===== src/design/syp_pkg.sv =====
// syp_pkg: constants and types for the synchronous serial port
`default_nettype none
package syp_pkg;
    localparam int unsigned DATA_W = 16;
    localparam int unsigned FIFO_DEPTH = 8;
    localparam logic [3:0] MIN_BITS_M1 = 4'h3;
    localparam logic [3:0] SVC_LEVEL = 4'h4;
    localparam logic [6:0] TIMEOUT_HALVES = 7'h40;
    localparam logic [4:0] MSG_CTRL_PER = 5'h08;
    localparam logic [4:0] MSG_RESP_PER = 5'h09;
    localparam logic [3:0] MSG_CTRL_MSB = 4'h7;
    localparam int unsigned IRQ_TX = 0;
    localparam int unsigned IRQ_RX = 1;
    localparam int unsigned IRQ_OVR = 2;
    localparam int unsigned IRQ_TMO = 3;
    typedef enum logic [1:0] {
        SYP_FMT_SPI = 2'b00,
        SYP_FMT_PULSE = 2'b01,
        SYP_FMT_MSG = 2'b10
    } syp_fmt_e;
    typedef enum logic [1:0] {
        ST_IDLE = 2'b00,
        ST_RUN = 2'b01,
        ST_GAP = 2'b10
    } syp_state_e;
endpackage : syp_pkg
`default_nettype wire


===== src/design/syp_port.sv =====
// syp_port: serial port engine with its fifo
`timescale 1ns/10ps
`default_nettype none

// ----------------------------------------------------------------
// word fifo
// ----------------------------------------------------------------
module syp_fifo #(
    parameter int unsigned W = 16,
    parameter int unsigned DEPTH = 8
) (
    input wire logic mclk,
    input wire logic rst,
    input wire logic in_valid,
    input wire logic [W-1:0] in_data,
    output logic in_ready,
    output logic out_valid,
    output logic [W-1:0] out_data,
    input wire logic out_ready,
    output logic [$clog2(DEPTH+1)-1:0] count
);
    import syp_pkg::*;
    localparam int unsigned AW = $clog2(DEPTH);
    localparam int unsigned CW = $clog2(DEPTH + 1);
    typedef struct packed {
        logic [DEPTH-1:0][W-1:0] mem;
        logic [AW-1:0] wp;
        logic [AW-1:0] rp;
        logic [CW-1:0] cnt;
    } syp_fifo_s;
    syp_fifo_s r;
    syp_fifo_s n;
    logic push;
    logic pop;

    // pointer wrap relies on a power-of-two depth
    if (DEPTH < 2 || (DEPTH & (DEPTH - 1)) != 0 || W < 1) begin : g_bad
        $error("fifo depth must be a power of two, at least 2");
    end

    // full refuses the push, so queued words are never touched
    assign in_ready = (r.cnt != CW'(DEPTH));
    assign out_valid = (r.cnt != '0);
    assign out_data = r.mem[r.rp];
    assign count = r.cnt;
    assign push = in_valid && in_ready;
    assign pop = out_valid && out_ready;

    // next state
    always_comb begin
        n = r;
        if (push) begin
            n.mem[r.wp] = in_data;
            n.wp = r.wp + 1'b1;
        end
        if (pop) begin
            n.rp = r.rp + 1'b1;
        end
        n.cnt = r.cnt + CW'(push) - CW'(pop);
    end

    // state register
    always_ff @(posedge mclk or posedge rst) begin
        if (rst) begin
            r <= '0;
        end else begin
            r <= n;
        end
    end

    property p_full_keep;
        @(posedge mclk) disable iff (rst)
        in_valid && !in_ready && !out_ready |=> r.cnt == $past(r.cnt);
    endproperty
    a_full_keep: assert property (p_full_keep)
        else $error("push into full fifo changed its fill");

    property p_cnt_bound;
        @(posedge mclk) disable iff (rst)
        push && !pop |=> r.cnt == $past(r.cnt) + 1'b1 && r.cnt <= DEPTH;
    endproperty
    a_cnt_bound: assert property (p_cnt_bound)
        else $error("fifo fill count wrong after push");
endmodule : syp_fifo

// ----------------------------------------------------------------
// serial port
// ----------------------------------------------------------------
module syp_port #(
    parameter int unsigned DATA_W = syp_pkg::DATA_W,
    parameter int unsigned FIFO_DEPTH = syp_pkg::FIFO_DEPTH
) (
    input wire logic mclk,
    input wire logic rst,
    input wire logic enable,
    input wire logic slave_mode,
    input wire syp_pkg::syp_fmt_e frame_format,
    input wire logic clk_polarity,
    input wire logic clk_phase,
    input wire logic [3:0] data_bits_m1,
    input wire logic [7:0] prescale_divisor_reg,
    input wire logic [7:0] serial_rate_div,
    input wire logic [3:0] irq_mask,
    input wire logic overrun_clear,
    input wire logic tx_wr_valid,
    input wire logic [DATA_W-1:0] tx_wr_data,
    output logic tx_wr_ready,
    output logic rx_rd_valid,
    output logic [DATA_W-1:0] rx_rd_data,
    input wire logic rx_rd_ready,
    output logic serial_clock_out,
    input wire logic serial_clock_in,
    output logic frame_select_out,
    input wire logic frame_select_in,
    output logic serial_tx_line,
    input wire logic serial_rx_line,
    output logic busy,
    output logic tx_service_irq,
    output logic rx_service_irq,
    output logic rx_overrun_irq,
    output logic rx_timeout_irq,
    output logic combined_irq,
    output logic tx_dma_req,
    output logic rx_dma_req
);
    import syp_pkg::*;
    localparam int unsigned CW = $clog2(FIFO_DEPTH + 1);

    if (DATA_W != 16 || FIFO_DEPTH < 2) begin : g_bad
        $error("port needs 16-bit words and a fifo of 2 or more");
    end

    typedef struct packed {
        syp_state_e st;
        logic [6:0] pre_cnt;
        logic [7:0] div_cnt;
        logic half;
        logic [4:0] per;
        logic tx_started;
        logic [15:0] tx_sr;
        logic [15:0] rx_sr;
        logic rxd;
        logic rx_push;
        logic take;
        logic push_pend;
        logic [2:0] sck_s;
        logic [1:0] fs_s;
        logic sclk;
        logic fss;
        logic ovr;
        logic [6:0] tmo;
    } syp_core_s;
    syp_core_s r;
    syp_core_s n;

    // mask covering the programmed word length
    function automatic logic [15:0] width_mask(input logic [3:0] m1);
        width_mask = 16'hFFFF >> (4'hF - m1);
    endfunction : width_mask

    logic mst;
    logic [3:0] nb_m1;
    logic [4:0] nbits;
    logic pre;
    logic [4:0] nper;
    logic eff_cpol;
    logic eff_cpha;
    logic [6:0] cpsr_half;
    logic pre_tick;
    logic half_tick;
    logic sck_rise;
    logic sck_fall;
    logic lead_ev;
    logic trail_ev;
    logic sample_ev;
    logic drive_ev;
    logic tx_win;
    logic rx_win;
    logic [3:0] out_idx;
    logic start_ok;
    logic tx_pop;
    logic rx_pop;
    logic tx_out_valid;
    logic [15:0] tx_out_data;
    logic rx_in_ready;
    logic [CW-1:0] tx_cnt;
    logic [CW-1:0] rx_cnt;
    logic tx_msb;
    logic [3:0] raw_irq;

    // format decode; spi alone honours polarity and phase
    assign mst = !slave_mode;
    assign nb_m1 = (data_bits_m1 < MIN_BITS_M1) ? MIN_BITS_M1
                                                : data_bits_m1;
    assign nbits = {1'b0, nb_m1} + 5'h01;
    assign pre = mst && (frame_format == SYP_FMT_PULSE);
    assign nper = (frame_format == SYP_FMT_MSG) ? nbits + MSG_RESP_PER
                                                : nbits + {4'h0, pre};
    assign eff_cpol = (frame_format == SYP_FMT_SPI) && clk_polarity;
    assign eff_cpha = (frame_format == SYP_FMT_PULSE) ||
                      ((frame_format == SYP_FMT_SPI) && clk_phase);

    // prescaler feeds second divider; each tick is half a bit period
    assign cpsr_half = (prescale_divisor_reg[7:1] == 7'h00) ? 7'h01
                     : prescale_divisor_reg[7:1];
    assign pre_tick = (r.pre_cnt == 7'h00);
    assign half_tick = pre_tick && (r.div_cnt == 8'h00);

    // slave edges seen after the synchroniser and delay stage
    assign sck_rise = r.sck_s[1] && !r.sck_s[2];
    assign sck_fall = !r.sck_s[1] && r.sck_s[2];

    // leading and trailing edges from own divider or from master
    always_comb begin
        if (mst) begin
            lead_ev = half_tick && (r.st == ST_RUN) && !r.half;
            trail_ev = half_tick && (r.st == ST_RUN) && r.half;
        end else begin
            lead_ev = eff_cpol ? sck_fall : sck_rise;
            trail_ev = eff_cpol ? sck_rise : sck_fall;
        end
    end
    assign sample_ev = eff_cpha ? trail_ev : lead_ev;
    assign drive_ev = eff_cpha ? lead_ev : trail_ev;

    // message format: control byte one way, answer the other way
    always_comb begin
        if (frame_format == SYP_FMT_MSG) begin
            tx_win = mst ? (r.per < MSG_CTRL_PER)
                         : (r.per >= MSG_RESP_PER);
            rx_win = mst ? (r.per >= MSG_RESP_PER)
                         : (r.per < MSG_CTRL_PER);
        end else begin
            tx_win = (r.per >= {4'h0, pre});
            rx_win = tx_win;
        end
    end
    assign out_idx = ((frame_format == SYP_FMT_MSG) && mst)
                   ? MSG_CTRL_MSB : nb_m1;

    // master waits for data and a tick; slave waits for its frame
    always_comb begin
        if (mst) begin
            start_ok = tx_out_valid && half_tick;
        end else if (frame_format == SYP_FMT_PULSE) begin
            start_ok = trail_ev && r.fs_s[1];
        end else begin
            start_ok = !r.fs_s[1];
        end
    end

    // next state of the whole engine
    always_comb begin
        n = r;
        tx_pop = 1'b0;
        // rx line is registered, so each bit shifts in a cycle after
        // its edge; the push waits one more cycle for that last shift
        n.take = 1'b0;
        n.push_pend = 1'b0;
        n.rx_push = r.push_pend;
        n.rxd = serial_rx_line;
        if (r.take) begin
            n.rx_sr = {r.rx_sr[14:0], r.rxd};
        end
        n.sck_s = {r.sck_s[1:0], serial_clock_in};
        n.fs_s = {r.fs_s[0], frame_select_in};
        n.pre_cnt = pre_tick ? cpsr_half - 7'h01 : r.pre_cnt - 7'h01;
        if (pre_tick) begin
            n.div_cnt = (r.div_cnt == 8'h00) ? serial_rate_div
                                             : r.div_cnt - 8'h01;
        end
        case (r.st)
            ST_IDLE: begin
                if (enable && start_ok) begin
                    n.st = ST_RUN;
                    n.per = 5'h00;
                    n.half = 1'b0;
                    n.tx_started = 1'b0;
                    // empty queue in slave mode sends zeros
                    n.tx_sr = tx_out_valid ? tx_out_data : 16'h0000;
                    tx_pop = tx_out_valid;
                end
            end
            ST_RUN: begin
                if (!mst && frame_format != SYP_FMT_PULSE && r.fs_s[1]) begin
                    n.st = ST_IDLE;
                end else begin
                    if (lead_ev) begin
                        n.half = 1'b1;
                    end
                    if (trail_ev) begin
                        n.half = 1'b0;
                    end
                    if (sample_ev && rx_win) begin
                        n.take = 1'b1;
                    end
                    // phase 1 holds the first bit over the first edge
                    if (drive_ev && tx_win) begin
                        n.tx_started = 1'b1;
                        if (!eff_cpha || r.tx_started) begin
                            n.tx_sr = {r.tx_sr[14:0], 1'b0};
                        end
                    end
                    if (trail_ev) begin
                        n.per = r.per + 5'h01;
                        if (r.per + 5'h01 == nper) begin
                            n.st = mst ? ST_GAP : ST_IDLE;
                            n.push_pend = 1'b1;
                        end
                    end
                end
            end
            ST_GAP: begin
                if (half_tick) begin
                    n.st = ST_IDLE;
                end
            end
            default: begin
                n.st = ST_IDLE;
            end
        endcase
        // a new overrun wins over a clear in the same cycle
        if (r.rx_push && !rx_in_ready) begin
            n.ovr = 1'b1;
        end else if (overrun_clear) begin
            n.ovr = 1'b0;
        end
        // idle time counted in half periods while data waits
        if (n.st != ST_IDLE || !rx_rd_valid || rx_pop) begin
            n.tmo = 7'h00;
        end else if (half_tick && r.tmo != TIMEOUT_HALVES) begin
            n.tmo = r.tmo + 7'h01;
        end
        n.sclk = (n.st == ST_RUN && mst) ? (eff_cpol ^ n.half)
                                         : eff_cpol;
        if (frame_format == SYP_FMT_PULSE) begin
            n.fss = (n.st == ST_RUN) && mst && (n.per < {4'h0, pre});
        end else begin
            n.fss = !((n.st == ST_RUN) && mst);
        end
    end

    // state register
    always_ff @(posedge mclk or posedge rst) begin
        if (rst) begin
            r <= '0;
            r.sck_s <= 3'h0;
            r.fs_s <= 2'h3;
            r.fss <= 1'b1;
        end else begin
            r <= n;
        end
    end

    // transmit queue; software sees ready low while full
    syp_fifo #(
        .W(DATA_W),
        .DEPTH(FIFO_DEPTH)
    ) u_tx_fifo (
        .mclk(mclk),
        .rst(rst),
        .in_valid(tx_wr_valid),
        .in_data(tx_wr_data),
        .in_ready(tx_wr_ready),
        .out_valid(tx_out_valid),
        .out_data(tx_out_data),
        .out_ready(tx_pop),
        .count(tx_cnt)
    );

    // receive queue; a push into a full queue is dropped
    syp_fifo #(
        .W(DATA_W),
        .DEPTH(FIFO_DEPTH)
    ) u_rx_fifo (
        .mclk(mclk),
        .rst(rst),
        .in_valid(r.rx_push),
        .in_data(r.rx_sr & width_mask(nb_m1)),
        .in_ready(rx_in_ready),
        .out_valid(rx_rd_valid),
        .out_data(rx_rd_data),
        .out_ready(rx_rd_ready),
        .count(rx_cnt)
    );

    assign rx_pop = rx_rd_valid && rx_rd_ready;
    assign tx_msb = tx_out_data[nb_m1];

    // pin outputs; data line quiet outside its window
    assign serial_clock_out = r.sclk;
    assign frame_select_out = r.fss;
    assign serial_tx_line = (r.st == ST_RUN) && tx_win && r.tx_sr[out_idx];
    assign busy = (r.st != ST_IDLE);

    // service irqs track levels, status irqs kept apart
    assign raw_irq[IRQ_TX] = enable && (tx_cnt <= CW'(SVC_LEVEL));
    assign raw_irq[IRQ_RX] = (rx_cnt >= CW'(SVC_LEVEL));
    assign raw_irq[IRQ_OVR] = r.ovr;
    assign raw_irq[IRQ_TMO] = (r.tmo == TIMEOUT_HALVES) && rx_rd_valid;
    assign tx_service_irq = raw_irq[IRQ_TX] && irq_mask[IRQ_TX];
    assign rx_service_irq = raw_irq[IRQ_RX] && irq_mask[IRQ_RX];
    assign rx_overrun_irq = raw_irq[IRQ_OVR] && irq_mask[IRQ_OVR];
    assign rx_timeout_irq = raw_irq[IRQ_TMO] && irq_mask[IRQ_TMO];
    assign combined_irq = |(raw_irq & irq_mask);

    // dma asks for words while enabled with space, or while data exists
    assign tx_dma_req = enable && tx_wr_ready;
    assign rx_dma_req = rx_rd_valid;

    property p_overrun;
        @(posedge mclk) disable iff (rst)
        r.rx_push && !rx_in_ready |=> rx_overrun_irq == irq_mask[IRQ_OVR];
    endproperty
    a_overrun: assert property (p_overrun)
        else $error("overrun not raised for dropped word");

    property p_sclk_idle;
        @(posedge mclk) disable iff (rst)
        r.st != ST_RUN && $stable(frame_format) && $stable(clk_polarity)
            |-> serial_clock_out == eff_cpol;
    endproperty
    a_sclk_idle: assert property (p_sclk_idle)
        else $error("serial clock moved while idle");

    property p_select_low;
        @(posedge mclk) disable iff (rst)
        r.st == ST_RUN && mst && frame_format == SYP_FMT_SPI
            |-> !frame_select_out;
    endproperty
    a_select_low: assert property (p_select_low)
        else $error("spi select not low during frame");

    property p_slave_edge;
        @(posedge mclk) disable iff (rst)
        !mst && $rose(serial_clock_in) ##1 serial_clock_in
            |-> ##1 sck_rise;
    endproperty
    a_slave_edge: assert property (p_slave_edge)
        else $error("slave clock edge not seen after three cycles");

    property p_rx_reg;
        @(posedge mclk) disable iff (rst)
        r.take |=> r.rx_sr[0] == $past(r.rxd);
    endproperty
    a_rx_reg: assert property (p_rx_reg)
        else $error("received bit not taken from registered line");

    property p_msb_first;
        @(posedge mclk) disable iff (rst)
        r.st == ST_IDLE && n.st == ST_RUN && mst &&
            frame_format == SYP_FMT_SPI |=> serial_tx_line == $past(tx_msb);
    endproperty
    a_msb_first: assert property (p_msb_first)
        else $error("first bit on line is not the word msb");

    property p_timeout;
        @(posedge mclk) disable iff (rst)
        raw_irq[IRQ_TMO] |-> r.st == ST_IDLE && rx_cnt != '0;
    endproperty
    a_timeout: assert property (p_timeout)
        else $error("timeout raised without idle held data");

    property p_half_period;
        @(posedge mclk) disable iff (rst)
        mst && lead_ev && prescale_divisor_reg == 8'h02 &&
            serial_rate_div == 8'h00 |=> trail_ev;
    endproperty
    a_half_period: assert property (p_half_period)
        else $error("fastest divide did not give one-cycle halves");
endmodule : syp_port
`default_nettype wire


===== config.mk =====
export PLATFORM = sky130hd
export DESIGN_NAME = syp_port
export DESIGN_NICKNAME = d
export VERILOG_FILES = /design/src/design/syp_pkg.sv /design/src/design/syp_port.sv
export SDC_FILE = /design/constraint.sdc
export NUM_CORES = 1
export LEC_CHECK = 0
export BUFFER_PORTS_ARGS = -buffer_cell sky130_fd_sc_hd__buf_2
export CAP_MARGIN = 20
export CORE_MARGIN = 2
export CORE_UTILIZATION = 40
export CTS_BUF_LIST = sky130_fd_sc_hd__clkbuf_8 sky130_fd_sc_hd__clkbuf_16
export DETAILED_ROUTE_END_ITERATION = 16
export PLACE_DENSITY = 0.56
export RECOVER_POWER = 50
export SLEW_MARGIN = 25
export SYNTH_ARGS = -nofsm -noshare
export SYNTH_HDL_FRONTEND = slang
export SYNTH_SLANG_ARGS = --single-unit

===== constraint.sdc =====
create_clock -name mclk -period 14.8 [get_ports mclk]
set_clock_uncertainty 0.2 [all_clocks]
set_input_delay 2.96 -clock mclk [delete_from_list [all_inputs] [get_ports mclk]]
set_output_delay 2.96 -clock mclk [all_outputs]
set_load 0.05 [all_outputs]

Yosys cells after proc, flatten, opt, wreduce, memory -nomap -nowiden
Index checks and enable logic that the tools add are counted.
{"block": "word_totals", "register_bits": 351, "input_bits": 54, "out_inout_bits": 29, "wordCells": 213}
{"block": "classes", "add_sub_neg": 17, "magnitude_cmp": 14, "n_eq_ne": 15, "n_shift": 1, "muxes": 59, "n_bitwise": 3, "n_reduce_logical": 64}
{"cell": "$bwmux W128", "count": 2}
{"cell": "$bmux W16 S3", "count": 2}
{"cell": "$demux W16 S3", "count": 2}
{"cell": "$mux W16", "count": 6}
{"cell": "$mux W23", "count": 2}
{"cell": "$pmux W23 S2", "count": 1}
{"cell": "$logic_and A1 B1 Y1", "count": 36}
{"cell": "$mux W7", "count": 4}
{"cell": "$mux W1", "count": 24}
{"cell": "$mux W17", "count": 1}
{"cell": "$and A16 B16 Y16", "count": 1}
{"cell": "$lt A3 B4 Y1 const B", "count": 4}
{"cell": "$mux W2", "count": 8}
{"cell": "$shr A16 B4 Y16 const A", "count": 1}
{"cell": "$logic_not A7 Y1", "count": 2}
{"cell": "$sub A7 B1 Y7 const B", "count": 2}
{"cell": "$add A3 B1 Y3 const B", "count": 4}
{"cell": "$mux W5", "count": 2}
{"cell": "$reduce_bool A2 Y1", "count": 5}
{"cell": "$logic_not A1 Y1", "count": 9}
{"cell": "$add A4 B1 Y4", "count": 2}
{"cell": "$logic_not A8 Y1", "count": 1}
{"cell": "$mux W4", "count": 2}
{"cell": "$mux W8", "count": 1}
{"cell": "other kinds (35)", "count": 49}

Logic depth before layout (Yosys ltp)
Gate-level depths: netlist of the first run.
{"block": "logic_depth", "ltp_word": 15, "depth_mapped": 15, "ltp_nobuf": 13}

Hierarchy
From an unflattened synthesis of the first run, not the netlist that was laid out.
{"block": "hier_totals", "hier_cells": 1223, "area_unflattened_um2": 17088.9}
{"mod": "syp_fifo (u_tx_fifo)", "instances": 1, "cells_per_inst": 386, "area_each_um2": 6411.1, "seq_area_each_um2": 3453.3}
{"mod": "syp_fifo (u_rx_fifo)", "instances": 1, "cells_per_inst": 384, "area_each_um2": 6403.6, "seq_area_each_um2": 3453.3}
{"mod": "syp_port", "instances": 1, "cells_per_inst": 453, "area_each_um2": 4274.1, "seq_area_each_um2": 1880.6}

Worst setup path before layout of the first run
Ideal clock, no wire load.
{"block": "synth_path", "path_kind": "input to output", "from": "in data_bits_m1[3]", "to": "out serial_tx_line", "t_arrival_ns": 5.809, "t_required_ns": 11.640, "path_slack_ns": 5.831, "cell_stages": 10, "n_path_buf": 1, "path_cell_list": "clkbuf_1 > nor2_1 > nor2_1 > inv_1 > nor2_1 > mux2i_1 > mux2i_1 > mux4_2 > nor2_1 > nor4b_1"}
{"block": "synth_via", "elab_chain_cells": 6}
{"item": "start, declared", "line_no": "syp_port.sv:100", "source": "input wire logic [3:0] data_bits_m1,"}
{"item": "$lt A4 B2 Y1", "line_no": "syp_port.sv:193", "source": "assign nb_m1 = (data_bits_m1 < MIN_BITS_M1) ? MIN_BITS_M1"}
{"item": "$mux W4 *", "line_no": "syp_port.sv:193"}
{"item": "$mux W4 *", "line_no": "syp_port.sv:239", "source": "? MSG_CTRL_MSB : nb_m1;"}
{"item": "$bmux W1 S4 *", "line_no": "syp_port.sv:393", "source": "assign serial_tx_line = (r.st == ST_RUN) && tx_win && r.tx_sr[out_idx];"}
{"item": "$mux W1 (not written as such) *", "line_no": "syp_port.sv:393"}
{"item": "$logic_and A1 B1 Y1 *", "line_no": "syp_port.sv:393"}
{"item": "end, declared", "line_no": "syp_port.sv:115", "source": "output logic serial_tx_line,"}
Mark *: on every way between the ends. The rest lies on a longest branch, timed or not. The select of a mux whose other input is x is not followed.

==> impl_metrics.yaml, run 1 <==
outcome:
  outcome: "finished with violations"
  violations: "capacitance limit, slew limit"
timing:
  maxSlewHeadroom_pct: -236.3
  fin_setup_tns_ns: 0
  hold_ws_ns: 0.1559
  finalCriticalPeriod_ns: 9.434
  rsz0062_at_grt: "no"
  period_share_pct: 63.74
  setup_slack_ns: 5.366
  setup_viol: 0
  hold_viol: 0
  slew_violations: 307
  max_slew.worst_pin.slew_ns: 5.017
  fmax_ghz: 0.1060
floorplan:
  die-area_um2: 42930
  rows: 74
  die_h_um: 207.2
  ios: 83
  core_um2: 40830
  fp.dieW_um: 207.2
  start_util_pct: 40.45
synthesis:
  synthTopCellsByCount: "348 x dfrtp_1, 185 x mux2_2, 172 x nand2_1, 147 x o21ai_0, 66 x mux4_2"
  synth.ff_latch_count: 351
  syn-instance-count: 1321
  synthArstFlopShare_pct: 100.0
  yosysSeqAreaShare_pct: 53.20
  yosysMostFrequentCell: "dfrtp_1"
  yosysTopAreaCellShare_pct: 52.73
  yosys-top-cells-area: "dfrtp_1 53%, mux2_2 13%, mux4_2 9.0%"
  ys_warn_count: 0
  avgSynthCellArea_um2: 12.50
  syn_area_um2: 16520
  synth_nets: 1409
  yosysTopAreaCell: "dfrtp_1"
  ys.flop_type: "dfrtp_1"
  synth_enable_flop_cells: 0
  synthDistinctLibCells: 69
job:
  maxCapViolations: 3
setup_path:
  crit_arrival_ns: 9.79
  crit_type: "input pin to async pin"
  cp-start-kind: "input pin"
  worstPathMaxFanout: 160
  cp_data_required_time_ns: 15.15
  critPathCaptureType: "async pin"
route:
  wl_per_cell_um: 18.28
  drcViolationCount: 0
  ant_nets: 0
  vias: 10300
  routed_wl_um: 35730
  avgViaCountPerCell: 5.269
  drt_iter0_drc: 599
  first_pass_iters: 5
clock_network:
  htreeDepth: 2
  clk_latency_ns: 0.55
  clock-root-buffer: "clkbuf_16"
  post_cts_buffers: 0
  clkSlewWorstSetupHoldPaths_ns: 0.06
  cts_buffers: 40
  postCtsHoldBufs: 0
  cts_tree: "built"
  clock-sinks: 351
  clock_path_buffers: 3
  ctsResizeCount: 0
place:
  dp_slack_ns: 6.582
  placed_cells: 1881
  gp_congestion: 0.7632
  port_buffers: 81
  placed_cell_area_um2: 17490
  dp_hpwl_um: 22380
cells_and_area:
  utilization_pct: 45.94
  multi_input_area_um2: 7288
  final-seq-area_um2: 8790
  area_growth_pct: 13.58
  final_nets: 1479
  num-fill-cells: 3717
  fin_area_um2: 18760
  fin_cells: 1955
  final_layout_size_suffix_gt1_share_pct: 30.52
power:
  power.share.sequential_pct: 41.3
  switching_share_pct: 31.31
  vdd_drop_max_mv: 0.1373
  p_int_mw: 2.382
  powerDensity_nw_per_um2: 184.9
  p_switching_mw: 1.086
  power.total_mw: 3.468
  combPwrFrac_pct: 29.9
  p_leak_nw: 8.283
  clkPwrFrac_pct: 28.8
grt:
  grt_max_degree: 161
  grt_overflow_total: 0
  grt_first_pass_wirelength_um: 58900
  grt_pass1_vias: 10720
  antenna_found_initial: 4
  track_usage_pct: 17.00
hold_path:
  hp-class: "register to register"
## state kept, by name (all words and copies together), names as in the netlist
| register | flops |
|---|---|
| r | 69 |
| serial_clock_out | 1 |
| n | 4 |
| u_rx_fifo.count | 4 |
| u_rx_fifo.r | 134 |
| u_tx_fifo.r | 134 |
| u_tx_fifo.count | 4 |
| frame_select_out | 1 |
## critical path, cell delays in order
cell and delay [ns]:
buf_2 0.10, clkinvlp_2 2.75, clkbuf_2 2.97, buf_6 0.76
## cell usage in the layout, fill, tap and decap left out, drive strengths merged, types with 21 or more instances in the layout
cell type	count
nand3	24
mux2i	23
mux4	66
a21oi	21
clkbuf	68
o21ai	153
ha	32
xnor2	22
nand2	174
nor2	37
inv	47
mux2	194
buf	86
dfrtp	348
## logic make-up (layout without fill, tap and decap cells)
family | Yosys count | count (layout) | share of synthesized area (%)
adders and majority gates | 34 | 34 | 2.667
muxes | 283 | 283 | 23.83
and+or+nand+nor | 297 | 297 | 8.417
DFF | 351 | 351 | 53.20
buffers and inverters | 113 | 214 | 2.811
other | 0 | 1 | 0
xor gates and xnor gates | 35 | 35 | 1.856
AOI/OAI and AO/OA | 208 | 208 | 7.220
## power groups by stage
stage               registers [mW]  clock network (mW)  logic, mW
global route                  1.47                1.07       1.14
floorplan                     1.36                   0      0.877
global placement              1.44                   0       1.04
finish                        1.43               0.997       1.04
CTS                           1.43                1.03       1.06
detailed placement            1.45                   0       1.06
## path summary, 6_finish.rpt
path                                 startpoint                  to  slack (ns)  cells after the start
worst min-delay path                      n[13]               n[14]        0.16                      0
worst min register to register            n[13]               n[14]        0.16                      0
worst max register to register            r[58]  u_tx_fifo.count[2]       10.98                     13
max in group mclk               data_bits_m1[3]      serial_tx_line        6.23                     11
worst max-delay path                        rst      u_tx_fifo.r[4]        5.37                      4
min in group asynchronous                   rst     u_rx_fifo.r[81]        3.74                      2
## per-layer routing
metal	vias to the layer above	wire length (µm)	track usage, %
li1	4879	-	-
met1	5225	16290	22.63
met2	137	17470	28.70
met3	53	1254	3.078
met4	6	680	4.483
met5	-	33	0
## cell type report
| class | instances | area share, % |
|---|---|---|
| flip-flops and latches | 351 | 46.86 |
| clock buffers | 50 | 6.070 |
| inverters | 37 | 0.7471 |
| repair buffers | 104 | 2.788 |
| well taps | 532 | 3.549 |
| multi-input cells | 857 | 38.85 |
| diodes | 1 | 0.01334 |
| clock inverters | 23 | 1.121 |
Note: power is estimated with default switching activity, not from simulation.
==> run 2, diff against run 1 <==
--- a/config.mk
+++ b/config.mk
@@ -5,6 +5,7 @@
 export SDC_FILE = /design/constraint.sdc
 export NUM_CORES = 1
 export LEC_CHECK = 0
+export ABC_AREA = 1
 export BUFFER_PORTS_ARGS = -buffer_cell sky130_fd_sc_hd__buf_2
 export CAP_MARGIN = 20
 export CORE_MARGIN = 2
==> constraint.sdc (replaced) <==
create_clock -name mclk -period 8.9 [get_ports mclk]
set_clock_uncertainty 0.2 [all_clocks]
set_input_delay 1.78 -clock mclk [delete_from_list [all_inputs] [get_ports mclk]]
set_output_delay 1.78 -clock mclk [all_outputs]
set_load 0.05 [all_outputs]
==> impl_metrics.yaml, run 2 <==
floorplan:
  die-area_um2: 43830
  rows: 75
  fp.dieW_um: 209.4
  core_um2: 41760
  ios: 83
  die_h_um: 209.4
  start_util_pct: 40.40
place:
  gp_congestion: 0.8068
  dp_hpwl_um: 27060
  port_buffers: 81
synthesis:
  yosysSeqAreaShare_pct: 52.09
  synth.ff_latch_count: 351
  syn_area_um2: 16870
  synthDistinctLibCells: 49
  synthTopCellsByCount: "586 x nand2_1, 348 x dfrtp_1, 307 x o21ai_0, 195 x inv_1, 123 x a21oi_1"
  synthArstFlopShare_pct: 100.0
  syn-instance-count: 2047
  yosys-top-cells-area: "dfrtp_1 52%, nand2_1 13%, o21ai_0 9.1%"
  avgSynthCellArea_um2: 8.241
  yosysTopAreaCell: "dfrtp_1"
  yosysMostFrequentCell: "nand2_1"
  ys_warn_count: 0
  ys.flop_type: "dfrtp_1"
  synth_enable_flop_cells: 0
  yosysTopAreaCellShare_pct: 51.62
  synth_nets: 2135
setup_path:
  worstPathMaxFanout: 47
  path_cells: "clkbuf_1 -> inv_1 -> a21oi_1 -> o21ai_0 -> nand2_1 -> nor2_1 -> a31oi_1 -> buf_2"
  crit_arrival_ns: 4.85
  cp-start-kind: "register"
  cp_slowest_stage_delay_ns: 1.72
  r2r_slack_ns: 4.84
  critPathSlowestCell: "clkbuf_1"
  cp_data_required_time_ns: 6.92
  crit_type: "register to primary output"
  critPathCaptureType: "primary output"
grt:
  track_usage_pct: 20.73
  grt_pass1_vias: 13500
  grt_first_pass_wirelength_um: 72880
  antenna_found_initial: 0
  grt_overflow_total: 0
  grt_max_degree: 181
route:
  ant_nets: 0
  avgViaCountPerCell: 5.141
  wl_per_cell_um: 16.64
  routed_wl_um: 44340
  met1_length_um: 21480
  first_pass_iters: 7
  drcViolationCount: 0
  met3WireLength_um: 1922
  dr_wl_met2_um: 20030
  vias: 13700
  routed.top_layer: "met4"
  drt_iter0_drc: 1068
clock_network:
  clock-sinks: 351
  cts_tree: "built"
  ctsResizeCount: 0
  clk_latency_ns: 0.59
  clock-root-buffer: "clkbuf_16"
  post_cts_buffers: 0
  cts_buffers: 42
  clock_path_buffers: 3
  htreeDepth: 2
  clkSlewWorstSetupHoldPaths_ns: 0.06
  postCtsHoldBufs: 0
power:
  p_switching_mw: 2.488
  powerDensity_nw_per_um2: 323.1
  switching_share_pct: 40.10
  combPwrFrac_pct: 34.9
  vdd_drop_max_mv: 0.1399
  power.total_mw: 6.206
  p_leak_nw: 8.966
  p_int_mw: 3.717
  clkPwrFrac_pct: 28.3
  power.share.sequential_pct: 36.8
cells_and_area:
  reg_top3: "u_rx_fifo.r: 134 flops, u_tx_fifo.r: 134 flops, r: 69 flops"
  final_common_cell: "nand2_1"
  antenna_cells: 0
  layout_common_cells: "586 x nand2_1, 345 x dfrtp_1, 307 x o21ai_0, 200 x inv_1, 123 x a21oi_1"
  area_growth_pct: 13.86
  final_nets: 2180
  num-fill-cells: 4142
  final_layout_size_suffix_gt1_share_pct: 10.40
timing:
  slew_violations: 321
  fin_setup_tns_ns: 0
  rsz0062_at_grt: "no"
  maxSlewHeadroom_pct: -62.12
  hold_ws_ns: 0.1483
  setup_viol: 0
  fmax_ghz: 0.1463
  hold_viol: 0
  finalCriticalPeriod_ns: 6.833
  period_share_pct: 76.78
  max_slew.worst_pin.slew_ns: 2.432
job:
  maxCapViolations: 9
outcome:
  violations: "capacitance limit, slew limit"
  outcome: "finished with violations"
hold_path:
  hp-class: "register to register"
run 2: stage by stage:
| step | instances | util [%] | worst slack, ns | instance area (µm²) |
|---|---|---|---|---|
| finish | 2665 | 45.99 | 2.067 | 19210 |
| global route | 2665 | 45.99 | 1.792 | 19210 |
| CTS | 2663 | 46.00 | 3.063 | 19210 |
| detailed placement | 2585 | 42.53 | 3.072 | 17760 |
| global placement | 2585 | 42.52 | 3.080 | 17750 |
| floorplan | 2047 | - | 2.222 | 16870 |
run 2: final cells by class:
class	count	area [µm²]	area share, %
Clock buffer	56	1244	6.476
Clock inverter	22	201.4	1.049
Inverter	205	777.0	4.046
Multi-Input combinational cell	1385	6919	36.03
Sequential cell	351	8791	45.77
Tap cell	539	674.4	3.511
Timing Repair Buffer	107	599.3	3.121
run 2: critical path: cells and delay by family, from the launching register on:
kind / cells / cell delay, ns
flip-flops: 1 / 0.32
AO/OA/AOI/OAI: 3 / 0.67
AND/OR/NAND/NOR: 2 / 0.13
buffers and inverters: 3 / 3.14
run 2: worst paths after layout:
check	from	endpoint	cells past startpoint
setup / recovery	u_rx_fifo.r[5]	rx_rd_data[15]	8
hold / removal	n[13]	n[14]	0
setup reg to reg	r[71]	u_tx_fifo.count[2]	17
hold reg to reg	n[13]	n[14]	0
max in group asynchronous	rst	r[61]	6
min in group asynchronous	rst	u_rx_fifo.count[2]	3
run 2: metal layers:
metal / global-route usage, % / up-vias
li1: - / 6781
met1: 29.71 / 6577
met2: 32.74 / 286
met3: 2.723 / 58
met4: 6.576 / 0
met5: 0 / -
run 2: kinds of logic (layout without fill, tap and decap cells):
| kind of cell | count (synthesis) | in the layout | share of synthesized area (%) |
|---|---|---|---|
| buf+inv | 311 | 390 | 7.032 |
| xor+xnor | 34 | 34 | 1.765 |
| fa+ha+maj | 34 | 34 | 2.611 |
| simple gates | 780 | 780 | 18.71 |
| mux | 1 | 1 | 0.05934 |
| compound gates | 536 | 536 | 17.73 |
| flops | 351 | 351 | 52.09 |
run 2: power groups by stage:
stage / clock network [mW] / logic, mW / registers [mW]
2_1_floorplan: 0 / 1.65 / 2.20
3_3_place_gp: 0 / 2.13 / 2.29
3_5_place_dp: 0 / 2.17 / 2.30
4_1_cts: 1.81 / 2.18 / 2.28
5_1_grt: 1.87 / 2.44 / 2.34
6_report: 1.76 / 2.17 / 2.28
